### src/common/request_filter_pkg.sv
// Purpose: shared constants and types for the per-node request filter block
// Assumes: byte addressed register window, 32-bit data words
// Notes: node id layout is bus number above a six bit node number
package request_filter_pkg;

   localparam int DATA_W = 32;
   localparam int ADDR_W = 9;
   localparam int BUS_W = 10;
   localparam int NODE_W = 6;
   localparam int SRC_W = BUS_W + NODE_W;

   // register byte offsets
   localparam logic [ADDR_W-1:0] OFF_ASYNC_HIGH_SET = 9'h100;
   localparam logic [ADDR_W-1:0] OFF_ASYNC_HIGH_CLR = 9'h104;
   localparam logic [ADDR_W-1:0] OFF_ASYNC_LOW_SET = 9'h108;
   localparam logic [ADDR_W-1:0] OFF_ASYNC_LOW_CLR = 9'h10C;
   localparam logic [ADDR_W-1:0] OFF_PHYS_HIGH_SET = 9'h110;
   localparam logic [ADDR_W-1:0] OFF_PHYS_HIGH_CLR = 9'h114;
   localparam logic [ADDR_W-1:0] OFF_PHYS_LOW_SET = 9'h118;
   localparam logic [ADDR_W-1:0] OFF_PHYS_LOW_CLR = 9'h11C;
   localparam logic [ADDR_W-1:0] OFF_FILTER_STATUS = 9'h120;

   // reset values and field positions
   localparam logic [DATA_W-1:0] FILTER_RESET = 32'h0000_0000;
   localparam logic [DATA_W-1:0] REMOTE_BUS_MASK = 32'h8000_0000;
   localparam int REMOTE_BUS_BIT = 31;
   localparam int STATUS_REFUSE_LSB = 16;
   localparam logic [15:0] COUNT_RESET = 16'h0000;

   // node id encodings
   localparam logic [BUS_W-1:0] LOCAL_BUS_ALIAS = 10'h3FF;
   localparam logic [NODE_W-1:0] NODE_BROADCAST = 6'h3F;

   typedef enum logic [1:0] {
      BUS_IDLE = 2'b01,
      BUS_ANSWER = 2'b10
   } bus_state_t;

endpackage

### src/request_node_filter.sv
// Purpose: per-node receive request filtering with set/clear register aliases
// Assumes: request inputs and bus reset come from logic on clk_sys
// Notes: one request decision per cycle, answered one cycle after it is taken
`timescale 1ns/100ps
`default_nettype none

module request_node_filter
   import request_filter_pkg::*;
(
   input wire logic clk_sys,
   input wire logic sys_rst,
   input wire logic [ADDR_W-1:0] avs_address,
   input wire logic avs_read,
   input wire logic avs_write,
   input wire logic [DATA_W-1:0] avs_writedata,
   input wire logic [3:0] avs_byteenable,
   output logic [DATA_W-1:0] avs_readdata,
   output logic avs_waitrequest,
   input wire logic [BUS_W-1:0] local_bus_id,
   input wire logic serial_bus_reset,
   input wire logic req_valid,
   input wire logic [SRC_W-1:0] req_src_id,
   input wire logic req_to_phys,
   output logic dec_valid,
   output logic dec_accept,
   output logic dec_to_phys,
   output logic dec_to_async_ctx
);

   logic [DATA_W-1:0] async_high_reg;
   logic [DATA_W-1:0] async_low_reg;
   logic [DATA_W-1:0] phys_high_reg;
   logic [DATA_W-1:0] phys_low_reg;
   logic [DATA_W-1:0] async_high_next;
   logic [DATA_W-1:0] async_low_next;
   logic [DATA_W-1:0] phys_high_next;
   logic [DATA_W-1:0] phys_low_next;
   logic [15:0] accept_cnt_reg;
   logic [15:0] refuse_cnt_reg;
   bus_state_t bus_state_reg;
   logic wr_fire;
   logic [DATA_W-1:0] wr_bits;
   logic [DATA_W-1:0] rd_value;
   logic src_local;
   logic async_bit;
   logic phys_bit;
   logic accept_next;
   logic to_phys_next;

   function automatic logic node_bit(input logic [DATA_W-1:0] hi,
                                     input logic [DATA_W-1:0] lo,
                                     input logic [NODE_W-1:0] node);
      node_bit = node[5] ? hi[node[4:0]] : lo[node[4:0]];
   endfunction

   // ones in the written lanes set or clear; zero bits and other lanes untouched
   function automatic logic [DATA_W-1:0] set_clear(input logic [DATA_W-1:0] cur,
                                                   input logic [ADDR_W-1:0] addr,
                                                   input logic [ADDR_W-1:0] off_set,
                                                   input logic [ADDR_W-1:0] off_clr,
                                                   input logic fire,
                                                   input logic [DATA_W-1:0] bits);
      set_clear = cur;
      if (fire && addr == off_set) begin
         set_clear = cur | bits;
      end else if (fire && addr == off_clr) begin
         set_clear = cur & ~bits;
      end
   endfunction

   // slave: one wait cycle; read data is registered entering the answer cycle, write data lands at the edge ending it
   always_ff @(posedge clk_sys) begin
      if (sys_rst) begin
         bus_state_reg <= BUS_IDLE;
         avs_waitrequest <= 1'b1;
      end else begin
         case (bus_state_reg)
            BUS_IDLE: begin
               if (avs_read || avs_write) begin
                  bus_state_reg <= BUS_ANSWER;
                  avs_waitrequest <= 1'b0;
               end
            end
            BUS_ANSWER: begin
               bus_state_reg <= BUS_IDLE;
               avs_waitrequest <= 1'b1;
            end
            default: begin
               bus_state_reg <= BUS_IDLE;
               avs_waitrequest <= 1'b1;
            end
         endcase
      end
   end

   assign wr_fire = avs_write && (bus_state_reg == BUS_ANSWER);
   assign wr_bits = avs_writedata & {{8{avs_byteenable[3]}}, {8{avs_byteenable[2]}},
                                     {8{avs_byteenable[1]}}, {8{avs_byteenable[0]}}};

   always_comb begin
      case (avs_address)
         OFF_ASYNC_HIGH_SET, OFF_ASYNC_HIGH_CLR: rd_value = async_high_reg;
         OFF_ASYNC_LOW_SET, OFF_ASYNC_LOW_CLR: rd_value = async_low_reg;
         OFF_PHYS_HIGH_SET, OFF_PHYS_HIGH_CLR: rd_value = phys_high_reg;
         OFF_PHYS_LOW_SET, OFF_PHYS_LOW_CLR: rd_value = phys_low_reg;
         OFF_FILTER_STATUS: rd_value = {refuse_cnt_reg, accept_cnt_reg};
         default: rd_value = FILTER_RESET;
      endcase
   end

   always_ff @(posedge clk_sys) begin
      if (sys_rst) begin
         avs_readdata <= FILTER_RESET;
      end else if (bus_state_reg == BUS_IDLE && avs_read) begin
         avs_readdata <= rd_value;
      end
   end

   // bus reset clears first so a same-cycle software set still wins
   always_comb begin
      async_high_next = set_clear(async_high_reg, avs_address, OFF_ASYNC_HIGH_SET,
                                  OFF_ASYNC_HIGH_CLR, wr_fire, wr_bits);
      async_low_next = set_clear(async_low_reg, avs_address, OFF_ASYNC_LOW_SET,
                                 OFF_ASYNC_LOW_CLR, wr_fire, wr_bits);
      phys_high_next = set_clear(serial_bus_reset ? (phys_high_reg & REMOTE_BUS_MASK)
                                                  : phys_high_reg,
                                 avs_address, OFF_PHYS_HIGH_SET, OFF_PHYS_HIGH_CLR,
                                 wr_fire, wr_bits);
      phys_low_next = set_clear(serial_bus_reset ? FILTER_RESET : phys_low_reg,
                                avs_address, OFF_PHYS_LOW_SET, OFF_PHYS_LOW_CLR,
                                wr_fire, wr_bits);
   end

   always_ff @(posedge clk_sys) begin
      if (sys_rst) begin
         async_high_reg <= FILTER_RESET;
         async_low_reg <= FILTER_RESET;
         phys_high_reg <= FILTER_RESET;
         phys_low_reg <= FILTER_RESET;
      end else begin
         async_high_reg <= async_high_next;
         async_low_reg <= async_low_next;
         phys_high_reg <= phys_high_next;
         phys_low_reg <= phys_low_next;
      end
   end

   // decision: local sources take the async pass first, then a second pass against the physical filters; nonlocal ones use the all-buses bits
   always_comb begin
      src_local = (req_src_id[SRC_W-1:NODE_W] == LOCAL_BUS_ALIAS) ||
                  (req_src_id[SRC_W-1:NODE_W] == local_bus_id);
      // broadcast node has no bit; its slot in the high word is the all-buses bit
      async_bit = (req_src_id[NODE_W-1:0] != NODE_BROADCAST) &&
                  node_bit(async_high_reg, async_low_reg, req_src_id[NODE_W-1:0]);
      phys_bit = (req_src_id[NODE_W-1:0] != NODE_BROADCAST) &&
                 node_bit(phys_high_reg, phys_low_reg, req_src_id[NODE_W-1:0]);
      if (src_local) begin
         accept_next = async_bit;
         to_phys_next = req_to_phys && async_bit && phys_bit;
      end else if (req_to_phys) begin
         accept_next = phys_high_reg[REMOTE_BUS_BIT];
         to_phys_next = phys_high_reg[REMOTE_BUS_BIT];
      end else begin
         accept_next = phys_high_reg[REMOTE_BUS_BIT] ||
                       async_high_reg[REMOTE_BUS_BIT];
         to_phys_next = 1'b0;
      end
   end

   always_ff @(posedge clk_sys) begin
      if (sys_rst) begin
         dec_valid <= 1'b0;
         dec_accept <= 1'b0;
         dec_to_phys <= 1'b0;
         dec_to_async_ctx <= 1'b0;
      end else begin
         dec_valid <= req_valid;
         dec_accept <= req_valid && accept_next;
         dec_to_phys <= req_valid && to_phys_next;
         dec_to_async_ctx <= req_valid && accept_next && !to_phys_next;
      end
   end

   always_ff @(posedge clk_sys) begin
      if (sys_rst) begin
         accept_cnt_reg <= COUNT_RESET;
         refuse_cnt_reg <= COUNT_RESET;
      end else if (req_valid) begin
         if (accept_next) begin
            accept_cnt_reg <= accept_cnt_reg + 16'h0001;
         end else begin
            refuse_cnt_reg <= refuse_cnt_reg + 16'h0001;
         end
      end
   end
endmodule

`default_nettype wire

### config.mk
export PLATFORM = sky130hd
export DESIGN_NAME = request_node_filter
export DESIGN_NICKNAME = d
export VERILOG_FILES = /design/src/common/request_filter_pkg.sv /design/src/request_node_filter.sv
export SDC_FILE = /design/constraint.sdc
export NUM_CORES = 1
export LEC_CHECK = 0
export BUFFER_PORTS_ARGS = -buffer_cell sky130_fd_sc_hd__buf_2
export CORE_ASPECT_RATIO = 1.25
export CORE_MARGIN = 2
export CORE_UTILIZATION = 35
export DETAILED_ROUTE_END_ITERATION = 10
export GPL_ROUTABILITY_DRIVEN = 0
export SLEW_MARGIN = 20
export SYNTH_ARGS = -nofsm -noshare
export SYNTH_HDL_FRONTEND = slang
export SYNTH_SLANG_ARGS = --single-unit
### constraint.sdc
create_clock -name clk_sys -period 3.9 [get_ports clk_sys]
set_input_delay 0.195 -clock clk_sys [delete_from_list [all_inputs] [get_ports clk_sys]]
set_output_delay 0.195 -clock clk_sys [all_outputs]
set_load 0.01 [all_outputs]
==> metrics.md, run 1 <==
| Metric | Value |
|---|---|
| FP Rows | 70 |
| Hold path start | avs_read |
| WL met1 | 15200 um |
| Sinks on Clock Net | 198 |
| Setup bufs post-CTS | 0 |
| Number of synthesized flops with an enable pin | 0 |
| Vias per std cell | 5.71 |
| Vias | 9639 |
| Syn Inst Count | 1236 |
| Placed insts | 1654 |
| Power Density | 359 nW/um2 |
| Clk root buf | clkbuf_16 |
| # IOs | 115 |
| Total power draw | 4250 uW |
| Crit-path max FO | 35 |
| Clock skew | 17.7 ps |
| Vias in the first global route | 8697 |
| Max cap viols | 0 |
| Pre-CTS setup slack | 732 ps |
| Post-route minimum period | 2820 ps |
| RSZ-0062 raised after global routing | false |
| Hold Vio Cnt, Final | 0 |
| Crit-path max cell delay | 600 ps |
| Yosys Warn Count | 0 |
| CTS buffer count | 17 |
| Final wirelength | 32300 um |
| Critical path type | flop to flop |
| Hold Path End | bus_state_reg[1] |
| DRT iter0 DRCs | 886 |
| DR WL met3 | 1840 um |
| Largest buffer count on any clock path | 2 |
| CTS clk-pin slew, worst paths | 70 ps |
| Die width | 159 um |
| Highest routed metal layer | met4 |
| Synth cell types | 53 |
| Peak VDD IR | 0.183 mV |
| Drt wl/cell | 19.2 um |
| Setup TNS | 0 ps |
| Reg-to-Reg End | refuse_cnt_reg[6] |
| First-pass GRT wire length | 50800 um |
| I/O Buffers | 114 |
| Slew Viols, Final | 0 |
| Critical Path AT | 3190 ps |
| Die area | 31400 um2 |
| Post-route DRC | 0 |
| F_max | 355 MHz |
| CP cell instances | mux4_2 > nand2b_1 > o311a_2 > o41ai_4 > a31oi_4 > or4_1 > a21oi_1 |
| Hold Path Stages | 3 |
| Seq/Total Area, Yosys | 37.8% |
| Largest net degree at the start of global routing | 135 |
| Routed met2 length | 14600 um |
| WP data required | 4280 ps |
| Die height | 198 um |
| Grt ovf | 0 |
| Relative slew margins | 30.2% |
| Syn nets | 1316 |
| Resize count post-CTS | 0 |
| Pre-Repair DR Iteration Count | 5 |
| Leak | 0.00410 uW |
| Slowest cell on the critical path | or4_1 |
| Layout Nets | 1357 |
| Flops & latches, synth | 198 |
| Mapped cell area | 10500 um2 |
| Final setup vio count | 0 |
| Area Growth Syn to Fin | 12.8% |
| Worst reg-to-reg setup slack | 1080 ps |
| Worst hold path class | primary input to flop |
| Ys async rst share | 0% |
| Measured slew at the worst slew-check pin | 1050 ps |
| CP Capture Type | flop |
| Final Cycle Share | 72.2% |
| Final setup margin | 1080 ps |
| Top_reg_cell synth | dfxtp_1 |
| Initial core utilization | 35.7% |
| Post-DP HPWL | 22100 um |
| Initial antenna violation count | 0 |
| Std-Cell Core Area | 29300 um2 |
| Finished Core Util | 40.3% |
| Layout cells sized above 1 | 18.3% |
| CTS tree | done |
| CP top delay family | compound AO/OA/AOI/OAI gates |
| All-Layer GR Usage | 20.3% |
| H-Tree Depth | 4 |
| R2R depth | 7 |
| Syn avg cell area | 8.48 um2 |
| Insertion delay to the later sink of the worst-skew pair | 460 ps |
| Cts hold-fix bufs | 0 |
| CP Launch Type | flop |
| WP buf/inv | 0 |
| Final ANT Viol Nets | 0 |
| Cell Count, Final, Fillers Out | 1687 |
| Status | finished, final reports clean |
-- routing by layer --
metal	vias up	track usage, %
met1	4575	28.7
li1	4665	-
met3	53	2.88
met5	-	0
met2	346	31.8
met4	0	6.76
-- worst min-delay path: stages --
cell and delay [ps]:
buf_2 100, nor2_1 80, nor3_1 60
-- per-stage QoR --
step	hold WS (ps)	cell area, um2
floorplan	358	10500
global placement	476	11300
detailed placement	478	11300
CTS	23.1	11800
global route	88.0	11800
finish	42.5	11800
-- synthesized netlist by cell type (9+ instances only) --
master    instances  area share (%)
a211oi_1         65             4.7
a221o_1          32             3.1
xor2_1           11            0.92
nor3_1           36             1.7
a221oi_1         33             2.8
o21ai_0          76             3.6
mux4_2           22             4.7
mux2i_1          22             2.1
or4_1            18             1.3
nor2_1          178             6.4
mux2_2           38             4.1
or3_1            72             4.3
nand3_1          17            0.81
a21oi_1          91             4.3
o31ai_1          17             1.2
nor2b_1          75             4.5
dfxtp_1         198              38
clkbuf_1         91             3.3
inv_1             9            0.32
nand2_1          53             1.9
-- cell usage in the layout (no fill, tap or decap), drive strengths merged, types with 3 or more instances in the layout --
master / count
a211oi: 65
a21oi: 91
a221o: 32
a221oi: 33
a31oi: 3
and2: 4
and3: 6
and4: 3
buf: 132
clkbuf: 20
clkinv: 4
dfxtp: 198
inv: 15
mux2: 39
mux2i: 22
mux4: 22
nand2: 53
nand2b: 4
nand3: 17
nand4: 7
nor2: 178
nor2b: 75
nor3: 36
nor3b: 3
nor4: 5
o21ai: 76
o221ai: 4
o31ai: 17
or3: 72
or4: 18
xor2: 11
-- kinds of logic (layout without fill, tap and decap cells) --
family                   after synthesis  count (layout)  synth area share, %
buffers and inverters                119             173                 4.75
AO/OA/AOI/OAI                        337             337                 22.0
adder cells (fa/ha/maj)                2               2                0.239
XOR/XNOR                              11              11                0.919
AND/OR/NAND/NOR                      486             486                 23.2
other                                  0               1                    0
multiplexers                          83              83                 11.0
flip-flops                           198             198                 37.8
-- worst max-delay path by stage --
| stage | slack (ps) | cells after the start | start | to |
|---|---|---|---|---|
| after global placement | 770 | 8 | req_src_id[0] | refuse_cnt_reg[8] |
| final | 1080 | 7 | flop | refuse_cnt_reg[6] |
| after CTS | 1100 | 7 | flop | refuse_cnt_reg[8] |
| after floorplan | 1410 | 10 | req_src_id[0] | accept_cnt_reg[1] |
| after detailed placement | 730 | 9 | req_src_id[0] | refuse_cnt_reg[15] |
| after global routing | 860 | 9 | req_src_id[0] | refuse_cnt_reg[6] |
-- report_power, final --
part	switching [uW]	internal, uW	leakage [uW]	total [uW]
Sequential	18.6	2050	0.00160	2070
Combinational	290	156	0.00222	446
Clock	858	874	0.000274	1730
Total	1170	3080	0.00410	4250
-- layout make-up --
| cell class | instances | area [um2] |
|---|---|---|
| inverter | 9 | 33.8 |
| fill | 2927 | 17500 |
| clock buffer | 20 | 457 |
| antenna | 1 | 2.50 |
| sequential | 198 | 3960 |
| clock inverter | 12 | 110 |
| multi-input combinational | 919 | 6050 |
| tap | 396 | 495 |
| timing repair buffer | 132 | 714 |
No activity file was read; power rests on OpenSTA's default activity.
==> run 2: changes to the inputs <==
- clock period: 3.9 -> 2.3 ns (I/O delays scaled with it)
==> metrics.md, run 2 (synthesized netlist as in run 1, its figures left out) <==
| Metric | Value |
|---|---|
| F_max | 390 MHz |
| Measured slew at the worst slew-check pin | 794 ps |
| Final setup margin | -266 ps |
| DRT iter0 DRCs | 862 |
| Placed cell area | 12100 um2 |
| Vias in the first global route | 9343 |
| Placed insts | 1742 |
| Final wirelength | 34000 um |
| Std-Cell Core Area | 29300 um2 |
| Max cap viols | 0 |
| I/O Buffers | 114 |
| Post-route minimum period | 2570 ps |
| First-pass GRT wire length | 53100 um |
| All-Layer GR Usage | 21.4% |
| CTS clk-pin slew, worst paths | 80 ps |
| Vias per std cell | 5.56 |
| Leak | 0.00482 uW |
| Post-route DRC | 0 |
| WP data required | 2640 ps |
| Final setup vio count | 32 |
| R2R depth | 9 |
| Drt wl/cell | 18.9 um |
| Initial antenna violation count | 1 |
| Peak VDD IR | 0.343 mV |
| Hold path start | req_to_phys |
| Die area | 31400 um2 |
| CTS tree | done |
| Largest net degree at the start of global routing | 129 |
| Die height | 198 um |
| CP Launch Type | flop |
| CTS buffer count | 17 |
| Pre-Repair DR Iteration Count | 5 |
| H-Tree Depth | 4 |
| # IOs | 115 |
| Relative slew margins | 46.9% |
| Vias | 10.0k |
| CP Capture Type | flop |
| Commonest non-fill, non-tap cell in the layout | dfxtp_1 |
| Cell Count, Final, Fillers Out | 1798 |
| Grt ovf | 0 |
| Design Area, Final | 13200 um2 |
| Clock skew | 12.5 ps |
| Worst hold path class | primary input to flop |
| Layout cells sized above 1 | 27.3% |
| Clk root buf | clkbuf_16 |
| Most frequent cells in the layout | dfxtp_1, nor2_1, buf_2 |
| Area Growth Syn to Fin | 25.9% |
| Setup TNS | -5240 ps |
| Power Density | 558 nW/um2 |
| Slew Viols, Final | 0 |
| Failing checks | setup timing |
| Final ANT Viol Nets | 0 |
| Crit-path max FO | 3 |
| Post-DP HPWL | 23400 um |
| Finished Core Util | 45.0% |
| Insertion delay to the later sink of the worst-skew pair | 450 ps |
| Status | finished with violations |
| Hold Vio Cnt, Final | 0 |
| Critical path type | flop to flop |
| Initial core utilization | 35.7% |
| RSZ-0062 raised after global routing | true |
| Final Cycle Share | 112% |
| Die width | 159 um |
| Largest buffer count on any clock path | 2 |
| Sinks on Clock Net | 198 |
| Critical Path AT | 2910 ps |
| Final hold slack | 22.2 ps |
| Layout Nets | 1468 |
| Hold Path Stages | 3 |
| FP Rows | 70 |
-- run 2: changes by cell type in the layout (fill, tap and decap cells not counted), moves of 5 or more --
cell	before	now
o31ai_2	0	5
o31ai_4	0	6
dfxtp_1	198	191
buf_12	0	15
buf_6	1	12
o21ai_0	76	69
buf_4	19	96
dfxtp_2	0	7
o31ai_1	17	6
-- run 2: final timing paths --
check                       endpoint  slack (ps)
hold / removal           dec_to_phys          20
setup reg to reg  accept_cnt_reg[15]        -270
hold reg to reg     avs_readdata[19]         490
setup / recovery  accept_cnt_reg[15]        -270
-- run 2: power breakdown --
group          internal [uW]  switching, uW  total [uW]  leakage, uW
Sequential              3480           30.7        3510      0.00160
Combinational            327            535         862      0.00293
Clock                   1500           1490        2990     0.000285
Total                   5310           2050        7360      0.00482
-- run 2: layout make-up --
cell class / count / area, um2
multi-input cells: 922 / 6330
diodes: 1 / 2.50
flip-flops and latches: 198 / 3970
clock inverters: 13 / 121
repair buffers: 240 / 1790
clock buffers: 19 / 453
fillers: 2859 / 16100
inverters: 9 / 33.8
well taps: 396 / 495
-- run 2: repair_timing --
action / in CTS / in global routing
hold endpoints to repair: 3 / 0
gates resized for setup: 27 / 47
pin swaps: 39 / 29
buffers inserted: 10 / 7
cloned: 4 / 1
hold buffers: 3 / 0
endpoints found under the setup margin: 34 / 35
-- run 2: per-stage QoR --
stage          total power [uW]  setup slack (ps)
4_1_cts                    7380              -275
6_report                   7360              -266
3_3_place_gp               4410              -386
5_1_grt                    7610              -359
3_5_place_dp               4420              -436
2_1_floorplan              4060             -45.9
-- run 2: layer usage --
metal / track usage [%] / share of wire, % / up-vias
met3: 3.07 / 5.0 / 48
met5: 0 / 0 / -
li1: - / - / 4875
met4: 7.82 / 2.5 / 0
met2: 35.3 / 48 / 287
met1: 28.6 / 45 / 4793
-- run 2: critical path: stages, from the launching register on --
cell      delay (ps)
dfxtp_2          320
mux4_2           480
nand2b_4         160
o311a_4          120
o41ai_4          380
buf_4            170
a311o_1          250
buf_6            170
or3_4            130
mux2_4           290
==> run 3: changes to the inputs <==
- PLACE_DENSITY: not set -> 0.57
==> metrics.md, run 3 (synthesized netlist as in run 1, its figures left out) <==
| Metric | Value |
|---|---|
| Ant diodes | 0 |
| FILL cells | 2959 |
| Pre-Repair DR Iteration Count | 5 |
| CP cell instances | mux4_2 > nand2b_4 > o311a_4 > o41ai_4 > buf_6 > a31oi_4 > buf_12 > or4_4 > a21oi_2 |
| Hold path start | avs_writedata[5] |
| Reg-to-Reg End | refuse_cnt_reg[12] |
| Max cap viols | 0 |
| Worst reg-to-reg setup slack | -230 ps |
| Measured slew at the worst slew-check pin | 896 ps |
| Grt ovf | 0 |
| Drt wl/cell | 18.9 um |
| Leak | 0.00464 uW |
| Placed insts | 1732 |
| Final setup vio count | 32 |
| WP data required | 2670 ps |
| Setup TNS | -3860 ps |
| FP Rows | 70 |
| Largest net degree at the start of global routing | 129 |
| Final ANT Viol Nets | 0 |
| Post-route DRC | 0 |
| Hold Vio Cnt, Final | 0 |
| CTS tree | done |
| # IOs | 115 |
| Vias per std cell | 5.55 |
| RSZ-0062 raised after global routing | true |
| Vias | 9843 |
| Critical path type | flop to flop |
| Failing checks | setup timing |
| Clk root buf | clkbuf_16 |
| Peak VDD IR | 0.402 mV |
| Initial antenna violation count | 0 |
| F_max | 395 MHz |
| R2R depth | 9 |
| Sinks on Clock Net | 198 |
| Most frequent cells in the layout | dfxtp_1, nor2_1, buf_2 |
| Crit-path max FO | 6 |
| Commonest non-fill, non-tap cell in the layout | dfxtp_1 |
| Die width | 159 um |
| WP buf/inv | 2 |
| Status | finished with violations |
| DRT iter0 DRCs | 755 |
| I/O Buffers | 114 |
| First-pass GRT wire length | 52400 um |
| Final wirelength | 33500 um |
| Total power draw | 7330 uW |
| Std-Cell Core Area | 29300 um2 |
| Layout cells sized above 1 | 24.9% |
| Vias in the first global route | 9024 |
| All-Layer GR Usage | 21.0% |
| Cell Count, Final, Fillers Out | 1775 |
| CTS buffer count | 17 |
| CTS clk-pin slew, worst paths | 80 ps |
| Largest buffer count on any clock path | 2 |
| Post-DP HPWL | 23100 um |
| Die area | 31400 um2 |
| Insertion delay to the later sink of the worst-skew pair | 450 ps |
| Die height | 198 um |
| Slew Viols, Final | 0 |
| Initial core utilization | 35.7% |
| CP Capture Type | flop |
| Clock skew | 17.0 ps |
| Crit-path max cell delay | 470 ps |
| Critical path endpoint | refuse_cnt_reg[12] |
| Area Growth Syn to Fin | 21.7% |
| H-Tree Depth | 4 |
| Layout Nets | 1446 |
| Crit path depth | 9 |
| Final setup margin | -229 ps |
| Critical Path AT | 2900 ps |
| Slowest cell on the critical path | mux4_2 |
| Relative slew margins | 40.3% |
| Worst hold path class | primary input to flop |
| Final hold slack | 150 ps |
| CP Launch Type | flop |
| Power Density | 574 nW/um2 |
| Final Cycle Share | 110% |
| Post-route minimum period | 2530 ps |
| CP top delay family | compound AO/OA/AOI/OAI gates |
==> run 3: cell types whose count changed in the layout (fill, tap and decap cells not counted), moves of 4 or more <==
cell / change
o31ai_4: -6
buf_12: -4
buf_6: -7
o21ai_0: +7
o21ai_1: -4
buf_4: -8
o31ai_1: +9
==> run 3: worst reg2reg max path, cell delays in order (launching register included) <==
cell and delay, ps:
dfxtp_1 310, mux4_2 470, nand2b_4 150, o311a_4 120, o41ai_4 330, buf_6 170
a31oi_4 150, buf_12 190, or4_4 410, a21oi_2 140
==> run 3: final cells by class <==
cell class | instances | area [um2] | share of cell area [%]
Multi-Input combinational cell | 920 | 6150 | 48.2
Sequential cell | 198 | 3970 | 31.1
Timing Repair Buffer | 220 | 1540 | 12.1
Tap cell | 396 | 495 | 3.88
Clock buffer | 19 | 443 | 3.47
Clock inverter | 13 | 128 | 1.00
Inverter | 9 | 33.8 | 0.265
==> run 3: worst min path at each step <==
stage / end / slack (ps) / depth (start not counted)
after floorplan: dec_to_phys / 280 / 2
after global routing: phys_low_reg[12] / 170 / 4
after CTS: phys_low_reg[12] / 140 / 4
after global placement: bus_state_reg[1] / 420 / 3
after detailed placement: bus_state_reg[1] / 420 / 3
final: flop / 150 / 4
==> run 3: layer usage <==
layer	routed length, um	part of all wire (%)	global-route usage [%]	vias to the layer above
met5	0	0	0	-
met4	583	1.7	6.18	0
met3	1670	5.0	2.71	34
met2	15300	46	33.3	259
met1	16000	48	30.0	4716
li1	-	-	-	4834
==> run 3: power breakdown <==
part / switching [uW] / internal [uW] / leakage (uW) / total, uW
Sequential: 31.3 / 3480 / 0.00160 / 3510
Combinational: 521 / 309 / 0.00275 / 830
Clock: 1510 / 1470 / 0.000284 / 2980
Total: 2060 / 5270 / 0.00464 / 7330
==> run 3: timing repair <==
| item | 4_1_cts | 5_1_grt |
|---|---|---|
| gates cloned | 2 | 0 |
| resized for setup | 17 | 14 |
| endpoints found under the setup margin | 33 | 33 |
| pin swaps | 12 | 18 |
| hold buffers | 4 | 0 |
| endpoints found under the hold margin | 5 | 0 |
| setup buffers | 6 | 1 |
==> run 3: stage by stage <==
step,setup WS [ps],cell area [um2],utilization (%)
floorplan,-45.9,10500,-
finish,-229,12800,43.5
detailed placement,-468,12000,40.8
CTS,-252,12700,43.4
global route,-328,12800,43.5
global placement,-433,12000,40.8
